===== src/spwm_params.svh =====
`ifndef SPWM_PARAMS_SVH
`define SPWM_PARAMS_SVH

// System clock period, 40 MHz
`define SPWM_CLK_NS 25
// Quarter of one serial clock period, regular (100 kHz) and fast (400 kHz) rate
`define SPWM_STD_QTR_NS 2500
`define SPWM_FAST_QTR_NS 625
`define SPWM_STD_QTR_CYC (`SPWM_STD_QTR_NS / `SPWM_CLK_NS)
`define SPWM_FAST_QTR_CYC (`SPWM_FAST_QTR_NS / `SPWM_CLK_NS)
`define SPWM_QTR_W 7

// Register offsets (byte addresses)
`define SPWM_REG_CTRL 4'h0
`define SPWM_REG_TXDATA 4'h4
`define SPWM_REG_STATUS 4'h8

// Control register fields
`define SPWM_CTRL_GO 0
`define SPWM_CTRL_RW 1
`define SPWM_CTRL_FAST 2
`define SPWM_CTRL_SEL_LSB 4

// Status register fields
`define SPWM_STAT_BUSY 0
`define SPWM_STAT_NACK 1
`define SPWM_STAT_RX_LSB 8

// Reset values: data byte defaults to half-scale duty code
`define SPWM_TXDATA_RST 8'h10
`define SPWM_SEL_RST 3'h0

// Device-type code in the command byte; arbitrary default, set to match the part
`define SPWM_DEV_TYPE_DFLT 4'hA

// AXI response codes
`define SPWM_RESP_OKAY 2'h0
`define SPWM_RESP_SLVERR 2'h2

`endif


===== src/spwm_pkg.sv =====
package spwm_pkg;

  // Bit engine states, one-hot
  typedef enum logic [3:0]
  {
    ST_IDLE  = 4'h1,
    ST_START = 4'h2,
    ST_SHIFT = 4'h4,
    ST_STOP  = 4'h8
  } spwm_state_t;

endpackage


===== src/spwm_master.sv =====
`timescale 1ns/1ps
`include "spwm_params.svh"

module spwm_master
  import spwm_pkg::*;
#(
  // Device-type code; arbitrary default
  parameter logic [3:0] DEV_TYPE = `SPWM_DEV_TYPE_DFLT
)
(
  // Clock and reset
  input wire logic aclk,
  input wire logic aresetn,
  // AXI4-Lite write address and data
  input wire logic [3:0] s_axi_awaddr,
  input wire logic s_axi_awvalid,
  output logic s_axi_awready,
  input wire logic [31:0] s_axi_wdata,
  input wire logic [3:0] s_axi_wstrb,
  input wire logic s_axi_wvalid,
  output logic s_axi_wready,
  // AXI4-Lite write response
  output logic [1:0] s_axi_bresp,
  output logic s_axi_bvalid,
  input wire logic s_axi_bready,
  // AXI4-Lite read
  input wire logic [3:0] s_axi_araddr,
  input wire logic s_axi_arvalid,
  output logic s_axi_arready,
  output logic [31:0] s_axi_rdata,
  output logic [1:0] s_axi_rresp,
  output logic s_axi_rvalid,
  input wire logic s_axi_rready,
  // Serial clock line, open drain
  input wire logic scl_i,
  output logic scl_o,
  output logic scl_oe,
  // Serial data line, open drain
  input wire logic sda_i,
  output logic sda_o,
  output logic sda_oe
);

  spwm_state_t state_q;
  logic [1:0] phase_q;
  logic [3:0] bitcnt_q;
  logic byte_q;
  logic [7:0] sh_q;
  logic ackbit_q;
  logic [7:0] rx_q;
  logic nack_q;
  logic go_q;
  logic rw_q;
  logic fast_q;
  logic [2:0] sel_q;
  logic [7:0] tx_q;
  logic tick;
  logic scl_s;
  logic sda_s;
  logic busy;
  logic rd_data;
  logic aw_have_q;
  logic w_have_q;
  logic [3:0] aw_addr_q;
  logic [31:0] w_data_q;
  logic [3:0] w_strb_q;
  logic aw_take;
  logic w_take;
  logic ar_take;
  logic do_write;
  logic wr_ok;
  logic launch;
  logic nack_set;

  ////////////////////////////////////////////////////////////////////////////
  // Pin synchroniser and quarter-period timebase

  spwm_sync #(.W(2)) u_sync
  (
    .aclk(aclk),
    .aresetn(aresetn),
    .async_in({scl_i, sda_i}),
    .sync_out({scl_s, sda_s})
  );

  // Rate steps the serial clock; the device copes with both
  spwm_tick u_tick
  (
    .aclk(aclk),
    .aresetn(aresetn),
    .fast(fast_q),
    .tick(tick)
  );

  ////////////////////////////////////////////////////////////////////////////
  // AXI4-Lite slave

  assign aw_take = s_axi_awvalid && s_axi_awready;
  assign w_take = s_axi_wvalid && s_axi_wready;
  assign ar_take = s_axi_arvalid && s_axi_arready;
  assign do_write = aw_have_q && w_have_q && !s_axi_bvalid;
  assign busy = go_q || (state_q != ST_IDLE);
  assign wr_ok = (aw_addr_q == `SPWM_REG_CTRL) || (aw_addr_q == `SPWM_REG_TXDATA)
    || (aw_addr_q == `SPWM_REG_STATUS);

  // Address and data are held independently, so either may come first
  always_ff @(posedge aclk)
  begin
    if (!aresetn)
    begin
      aw_have_q <= 1'b0;
      w_have_q <= 1'b0;
      aw_addr_q <= '0;
      w_data_q <= '0;
      w_strb_q <= '0;
      s_axi_awready <= 1'b0;
      s_axi_wready <= 1'b0;
    end
    else
    begin
      if (aw_take)
        aw_addr_q <= s_axi_awaddr;
      if (w_take)
      begin
        w_data_q <= s_axi_wdata;
        w_strb_q <= s_axi_wstrb;
      end
      aw_have_q <= (aw_have_q || aw_take) && !do_write;
      w_have_q <= (w_have_q || w_take) && !do_write;
      s_axi_awready <= !((aw_have_q || aw_take) && !do_write);
      s_axi_wready <= !((w_have_q || w_take) && !do_write);
    end
  end

  // Write response one cycle after both halves are held
  always_ff @(posedge aclk)
  begin
    if (!aresetn)
    begin
      s_axi_bvalid <= 1'b0;
      s_axi_bresp <= `SPWM_RESP_OKAY;
    end
    else if (do_write)
    begin
      s_axi_bvalid <= 1'b1;
      s_axi_bresp <= wr_ok ? `SPWM_RESP_OKAY : `SPWM_RESP_SLVERR;
    end
    else if (s_axi_bready)
      s_axi_bvalid <= 1'b0;
  end

  // Settings are frozen while a transfer runs so the bytes on the wire stay coherent
  always_ff @(posedge aclk)
  begin
    if (!aresetn)
    begin
      rw_q <= 1'b0;
      fast_q <= 1'b0;
      sel_q <= `SPWM_SEL_RST;
      tx_q <= `SPWM_TXDATA_RST;
    end
    else if (do_write && w_strb_q[0] && !busy)
    begin
      if (aw_addr_q == `SPWM_REG_CTRL)
      begin
        rw_q <= w_data_q[`SPWM_CTRL_RW];
        fast_q <= w_data_q[`SPWM_CTRL_FAST];
        sel_q <= w_data_q[`SPWM_CTRL_SEL_LSB +: 3];
      end
      if (aw_addr_q == `SPWM_REG_TXDATA)
        tx_q <= w_data_q[7:0];
    end
  end

  // Go request; launch only on an idle bus
  assign launch = (state_q == ST_IDLE) && go_q && tick && scl_s && sda_s;

  always_ff @(posedge aclk)
  begin
    if (!aresetn)
      go_q <= 1'b0;
    else if (launch)
      go_q <= 1'b0;
    else if (do_write && w_strb_q[0] && !busy && (aw_addr_q == `SPWM_REG_CTRL))
      go_q <= w_data_q[`SPWM_CTRL_GO];
  end

  // Read path: data registered with the valid
  always_ff @(posedge aclk)
  begin
    if (!aresetn)
    begin
      s_axi_rvalid <= 1'b0;
      s_axi_arready <= 1'b0;
      s_axi_rdata <= '0;
      s_axi_rresp <= `SPWM_RESP_OKAY;
    end
    else
    begin
      s_axi_arready <= !(ar_take || (s_axi_rvalid && !s_axi_rready));
      if (ar_take)
      begin
        s_axi_rvalid <= 1'b1;
        s_axi_rresp <= `SPWM_RESP_OKAY;
        case (s_axi_araddr)
          `SPWM_REG_CTRL: s_axi_rdata <= {25'h0, sel_q, 1'b0, fast_q, rw_q, go_q};
          `SPWM_REG_TXDATA: s_axi_rdata <= {24'h0, tx_q};
          `SPWM_REG_STATUS: s_axi_rdata <= {16'h0, rx_q, 6'h0, nack_q, busy};
          default:
          begin
            s_axi_rdata <= '0;
            s_axi_rresp <= `SPWM_RESP_SLVERR;
          end
        endcase
      end
      else if (s_axi_rready)
        s_axi_rvalid <= 1'b0;
    end
  end

  ////////////////////////////////////////////////////////////////////////////
  // Serial bit engine: four quarters per bit, edges of scl at quarters 0 and 2

  assign rd_data = byte_q && rw_q;

  always_ff @(posedge aclk)
  begin
    if (!aresetn)
    begin
      state_q <= ST_IDLE;
      phase_q <= 2'h0;
      bitcnt_q <= 4'h0;
      byte_q <= 1'b0;
      sh_q <= 8'h00;
      ackbit_q <= 1'b0;
      scl_oe <= 1'b0;
      sda_oe <= 1'b0;
    end
    else if (tick)
    begin
      case (state_q)
        ST_IDLE:
        begin
          phase_q <= 2'h0;
          if (launch)
          begin
            state_q <= ST_START;
            sh_q <= {DEV_TYPE, sel_q, rw_q};
          end
        end
        ST_START:
        begin
          phase_q <= phase_q + 2'h1;
          if (phase_q == 2'h0)
            sda_oe <= 1'b1;
          if (phase_q == 2'h2)
            scl_oe <= 1'b1;
          if (phase_q == 2'h3)
          begin
            state_q <= ST_SHIFT;
            bitcnt_q <= 4'h0;
            byte_q <= 1'b0;
            sda_oe <= !sh_q[7];
          end
        end
        ST_SHIFT:
        begin
          phase_q <= phase_q + 2'h1;
          case (phase_q)
            2'h0: scl_oe <= 1'b0;
            2'h1:
            begin
              if (bitcnt_q == 4'h8)
                ackbit_q <= sda_s;
              else
                sh_q <= {sh_q[6:0], sda_s};
            end
            2'h2: scl_oe <= 1'b1;
            default:
            begin
              // Data only moves here, with scl already low
              if (bitcnt_q == 4'h7)
              begin
                bitcnt_q <= 4'h8;
                sda_oe <= 1'b0;
              end
              else if (bitcnt_q < 4'h7)
              begin
                bitcnt_q <= bitcnt_q + 4'h1;
                sda_oe <= rd_data ? 1'b0 : !sh_q[7];
              end
              else if (!byte_q && !ackbit_q)
              begin
                byte_q <= 1'b1;
                bitcnt_q <= 4'h0;
                sh_q <= tx_q;
                sda_oe <= rw_q ? 1'b0 : !tx_q[7];
              end
              else
              begin
                // One data byte per order; a refused byte also ends it
                state_q <= ST_STOP;
                sda_oe <= 1'b1;
              end
            end
          endcase
        end
        ST_STOP:
        begin
          phase_q <= phase_q + 2'h1;
          if (phase_q == 2'h0)
            scl_oe <= 1'b0;
          if (phase_q == 2'h2)
            sda_oe <= 1'b0;
          if (phase_q == 2'h3)
            state_q <= ST_IDLE;
        end
        default: state_q <= ST_IDLE;
      endcase
    end
  end

  // Both lines are pulled low only; the high level comes from the pull-up
  always_ff @(posedge aclk)
  begin
    if (!aresetn)
    begin
      scl_o <= 1'b0;
      sda_o <= 1'b0;
    end
    else
    begin
      scl_o <= 1'b0;
      sda_o <= 1'b0;
    end
  end

  ////////////////////////////////////////////////////////////////////////////
  // Received byte and refusal flag

  assign nack_set = tick && (state_q == ST_SHIFT) && (phase_q == 2'h1) && (bitcnt_q == 4'h8)
    && !rd_data && sda_s;

  // Read byte captured at the end of its eighth bit
  always_ff @(posedge aclk)
  begin
    if (!aresetn)
      rx_q <= 8'h00;
    else if (tick && (state_q == ST_SHIFT) && (phase_q == 2'h3) && (bitcnt_q == 4'h7) && rd_data)
      rx_q <= sh_q;
  end

  // Sticky; a refusal in the same cycle as the clear wins
  always_ff @(posedge aclk)
  begin
    if (!aresetn)
      nack_q <= 1'b0;
    else if (nack_set)
      nack_q <= 1'b1;
    else if (do_write && w_strb_q[0] && (aw_addr_q == `SPWM_REG_STATUS)
      && w_data_q[`SPWM_STAT_NACK])
      nack_q <= 1'b0;
  end
endmodule


===== src/spwm_sync.sv =====
`timescale 1ns/1ps

module spwm_sync
  import spwm_pkg::*;
#(
  parameter int W = 2
)
(
  // Clock and reset
  input wire logic aclk,
  input wire logic aresetn,
  // Asynchronous in, synchronised out
  input wire logic [W-1:0] async_in,
  output logic [W-1:0] sync_out
);

  // Two flops per bit; reset high because an idle open-drain line floats high
  genvar i;
  generate
    for (i = 0; i < W; i++)
    begin : g_bit
      logic meta_q;
      always_ff @(posedge aclk)
      begin
        if (!aresetn)
        begin
          meta_q <= 1'b1;
          sync_out[i] <= 1'b1;
        end
        else
        begin
          meta_q <= async_in[i];
          sync_out[i] <= meta_q;
        end
      end
    end
  endgenerate

endmodule


===== src/spwm_tick.sv =====
`timescale 1ns/1ps
`include "spwm_params.svh"

module spwm_tick
  import spwm_pkg::*;
(
  // Clock and reset
  input wire logic aclk,
  input wire logic aresetn,
  // Rate select: 1 = fast rate
  input wire logic fast,
  // One-cycle pulse every quarter serial period
  output logic tick
);

  logic [`SPWM_QTR_W-1:0] cnt_q;

  // Down counter; reload picks the rate, so a rate change applies at the next quarter
  always_ff @(posedge aclk)
  begin
    if (!aresetn)
    begin
      cnt_q <= '0;
      tick <= 1'b0;
    end
    else if (cnt_q == '0)
    begin
      cnt_q <= fast ? `SPWM_QTR_W'(`SPWM_FAST_QTR_CYC - 1) : `SPWM_QTR_W'(`SPWM_STD_QTR_CYC - 1);
      tick <= 1'b1;
    end
    else
    begin
      cnt_q <= cnt_q - `SPWM_QTR_W'(1);
      tick <= 1'b0;
    end
  end

endmodule


===== config.mk =====
export PLATFORM = sky130hd
export DESIGN_NAME = spwm_master
export DESIGN_NICKNAME = d
export VERILOG_FILES = /design/src/spwm_pkg.sv /design/src/spwm_master.sv /design/src/spwm_sync.sv /design/src/spwm_tick.sv
export VERILOG_INCLUDE_DIRS = /design/src /design/src/src
export SDC_FILE = /design/constraint.sdc
export NUM_CORES = 1
export LEC_CHECK = 0
export BUFFER_PORTS_ARGS = -buffer_cell sky130_fd_sc_hd__buf_2
export CORE_ASPECT_RATIO = 1.2
export CORE_UTILIZATION = 52
export CTS_CLUSTER_DIAMETER = 150
export DETAILED_ROUTE_END_ITERATION = 10
export GPL_TIMING_DRIVEN = 0
export PLACE_DENSITY_LB_ADDON = 0.15
export SYNTH_ARGS = -nofsm -noshare
export SYNTH_HDL_FRONTEND = slang
export SYNTH_SLANG_ARGS = --single-unit

===== constraint.sdc =====
create_clock -name aclk -period 2.5 [get_ports aclk]
set_input_delay 0.25 -clock aclk [delete_from_list [all_inputs] [get_ports aclk]]
set_output_delay 0.25 -clock aclk [all_outputs]
set_load 0.02 [all_outputs]

==> results_dict.tcl <==
set metrics [dict create \
    area_growth_pct 15.7 \
    worstHoldEndpoint "u_sync.g_bit[1].meta_q" \
    grt_antenna_before_repair 0 \
    startpoint_type "flop" \
    place.gp.congestion 0.912 \
    pre_cts_slack_ps 132 \
    insertion_delay_ps 360 \
    dp_hpwl_um 7030 \
    max_freq_ghz 0.429 \
    violations "DRC" \
    syn_area_mm2 0.00425 \
    fp.coreArea_mm2 0.00779 \
    h-tree-depth 3 \
    p_sw_mw 0.806 \
    synth_top_flop_cell "dfxtp_1" \
    hp-class "in -> reg" \
    rr_worst_depth 6 \
    p_comb_share_pct 11.8 \
    clockBufferDepth 2 \
    p_leak_nw 2.07 \
    die-area_mm2 0.00854 \
    status "finished, violations left" \
    gr-usage-met1_pct 28.7 \
    hold_depth 2 \
    ios 98 \
    synth-edff-count 0 \
    worstPathRequired_ps 2740 \
    routed_wirelength_um 9610 \
    period_share_pct 93.2 \
    layout_commonest_cell "dfxtp_1" \
    worst_clock_skew_ps 13.8 \
    p_per_area_mw_per_mm2 631 \
    vias 3572 \
    drive_gt1_share_pct 18.2 \
    viasPerCell 5.47 \
    slew_headroom_pct 53.9 \
    drtIter0Drc 234 \
    numCtsBuffers 9 \
    crit_buf_inv 1 \
    power_frac_clock_pct 35.8 \
    syn-mean-instance-area_um2 8.93 \
    die_h_um 101 \
    overflow 0 \
    fin_nets 617 \
    initial_core_util_pct 54.5 \
    grt_pass1_wl_um 15700 \
    grt_max_degree 17 \
    finalCriticalPeriod_ps 2330 \
    clk_pin_slew_ps 90 \
    crit_path_top_delay_cell "or4b_2" \
    setup_viol 0 \
    final_antenna_net_count 0 \
    cp.arrival_ps 2570 \
    yosysUniqueCellTypes 55 \
    rsz0062_at_grt "false" \
    grt.met2_usage_pct 41.8 \
    synth_cells 476 \
    endpoint_kind "flop" \
    fin_tns_setup_ps 0 \
    antenna_cells 0 \
    clock-sinks 95 \
    grt_pass1_vias 3317 \
    worst_hold_slack_ps 72.8 \
    path_cells "buf_6, or4b_2, nor3_1, nand3_1, mux2i_1, nor2_1" \
    wl_per_cell_um 14.7 \
    crit_type "reg -> reg" \
    worst-path-max-fanout 9 \
    yosys_warnings 0 \
    finalHoldViolations 0 \
    hp-start "scl_i" \
    drc 9 \
    finalPower_mw 3.10 \
    internal_power_mw 2.30 \
    synth-seq-area-share_pct 44.7 \
    slowest_delay_ps 670 \
    die_w_um 84.5 \
    path_delay_family "simple AND/OR/NAND/NOR gates" \
    grt_util_met3_pct 3.85 \
    startpoint "state_q[0]" \
    synth_seq_cells 95 \
    grt_use_total_pct 23.4 \
    cts_root_buf "clkbuf_8" \
    vdd_drop_max_mv 0.787 \
    ff2ff_setup_slack_ps 170 \
    cts_tree "yes" \
    regToRegStartpoint "state_q[0]" \
    synthArstFlopShare_pct 0 \
    swShare_pct 25.9 \
    fin_area_mm2 0.00492 \
    postLayoutSetupSlackWorst_ps 169 \
    drv_slew 0 \
    layout_common_cells "dfxtp_1 (95), nor2_1 (63), buf_2 (52)" \
    worst_pin_slew_ps 686 \
    post_dp_cell_area_mm2 0.00469 \
    busiest_layer "met2" \
    drv_cap 0 \
    pwr-share-seq_pct 52.5 \
    row_count 35 \
    port_buffers 50 \
    reg2reg_to "sel_q[1]" \
    drtPass1Iterations 8 \
]
## synthesized netlist by cell type, types with 5 or more instances
library cell | count | area share, %
and2_1 | 5 | 0.74
nor4b_1 | 5 | 1.0
ha_1 | 8 | 2.4
nand2b_1 | 8 | 1.2
xor2_1 | 5 | 1.0
buf_4 | 20 | 3.5
dfxtp_1 | 95 | 45
clkbuf_1 | 17 | 1.5
nor3_1 | 9 | 1.1
o21ai_0 | 12 | 1.4
nand2_1 | 48 | 4.2
mux2i_1 | 38 | 8.9
inv_1 | 13 | 1.1
a22oi_1 | 13 | 2.3
a21oi_1 | 37 | 4.4
nand3_1 | 10 | 1.2
nor2_1 | 63 | 5.6
## worst max path at each step
stage	to	cells after the start
after floorplan	rx_q[0]	6
after CTS	bitcnt_q[2]	6
after detailed placement	bitcnt_q[2]	6
final	sel_q[1]	6
after global placement	bitcnt_q[1]	6
after global routing	sh_q[6]	6
## logic make-up (layout without fill, tap and decap cells)
group / Yosys count / in the layout / synth area share [%]
AND/OR/NAND/NOR: 176 / 176 / 20.2
flip-flops: 95 / 95 / 44.7
AO/OA/AOI/OAI: 94 / 94 / 14.5
buffers and inverters: 58 / 124 / 7.86
multiplexers: 38 / 38 / 8.95
adder cells (fa/ha/maj): 8 / 8 / 2.35
XOR/XNOR: 6 / 6 / 1.24
other: 1 / 20 / 0.0882
## registers in the layout, indices dropped and copies added, names as in the netlist, 3 cells and up
| register | count |
|---|---|
| bitcnt_q | 4 |
| tx_q | 8 |
| sel_q | 3 |
| rx_q | 8 |
| w_data_q | 8 |
| u_tick.cnt_q | 7 |
| aw_addr_q | 4 |
| state_q | 4 |
| s_axi_rdata | 16 |
| sh_q | 8 |
## routing by layer
metal,routed length (µm),vias to the layer above
met5,0,-
met4,108,0
met3,372,8
met2,4810,90
met1,4330,1690
li1,-,1784
## power groups by stage
stage	registers, mW	logic [mW]	clock network [mW]
after global routing	1.64	0.410	1.19
after detailed placement	1.66	0.364	0
after floorplan	1.66	0.268	0
final	1.63	0.365	1.11
after CTS	1.63	0.366	1.13
after global placement	1.66	0.355	0
## worst register-to-register path, delay by kind of cell, from the launching register on
family | cells | cell delay (ps)
DFF | 1 | 330
buffers and inverters | 1 | 130
and+or+nand+nor | 4 | 1480
muxes | 1 | 290
## final cells by class
| class | count | area, µm² |
|---|---|---|
| plain buffers | 45 | 285 |
| flip-flops and latches | 95 | 1900 |
| fillers | 693 | 2880 |
| inverters | 13 | 48.8 |
| multi-input cells | 342 | 2100 |
| repair buffers | 50 | 250 |
| clock inverters | 6 | 92.6 |
| clock buffers | 10 | 128 |
| well taps | 92 | 115 |
## what timing repair did
item | CTS | global route
resized for setup | 0 | 2
setup buffers | 0 | 0
endpoints found under the setup margin | 0 | 9
hold buffers | 0 | 0
## through the flow
step	utilization [%]	instances
after CTS	63.0	653
final	63.1	653
after detailed placement	60.1	637
after floorplan	-	495
after global routing	63.1	653
after global placement	60.1	637
(Power assumes the default switching activity.)
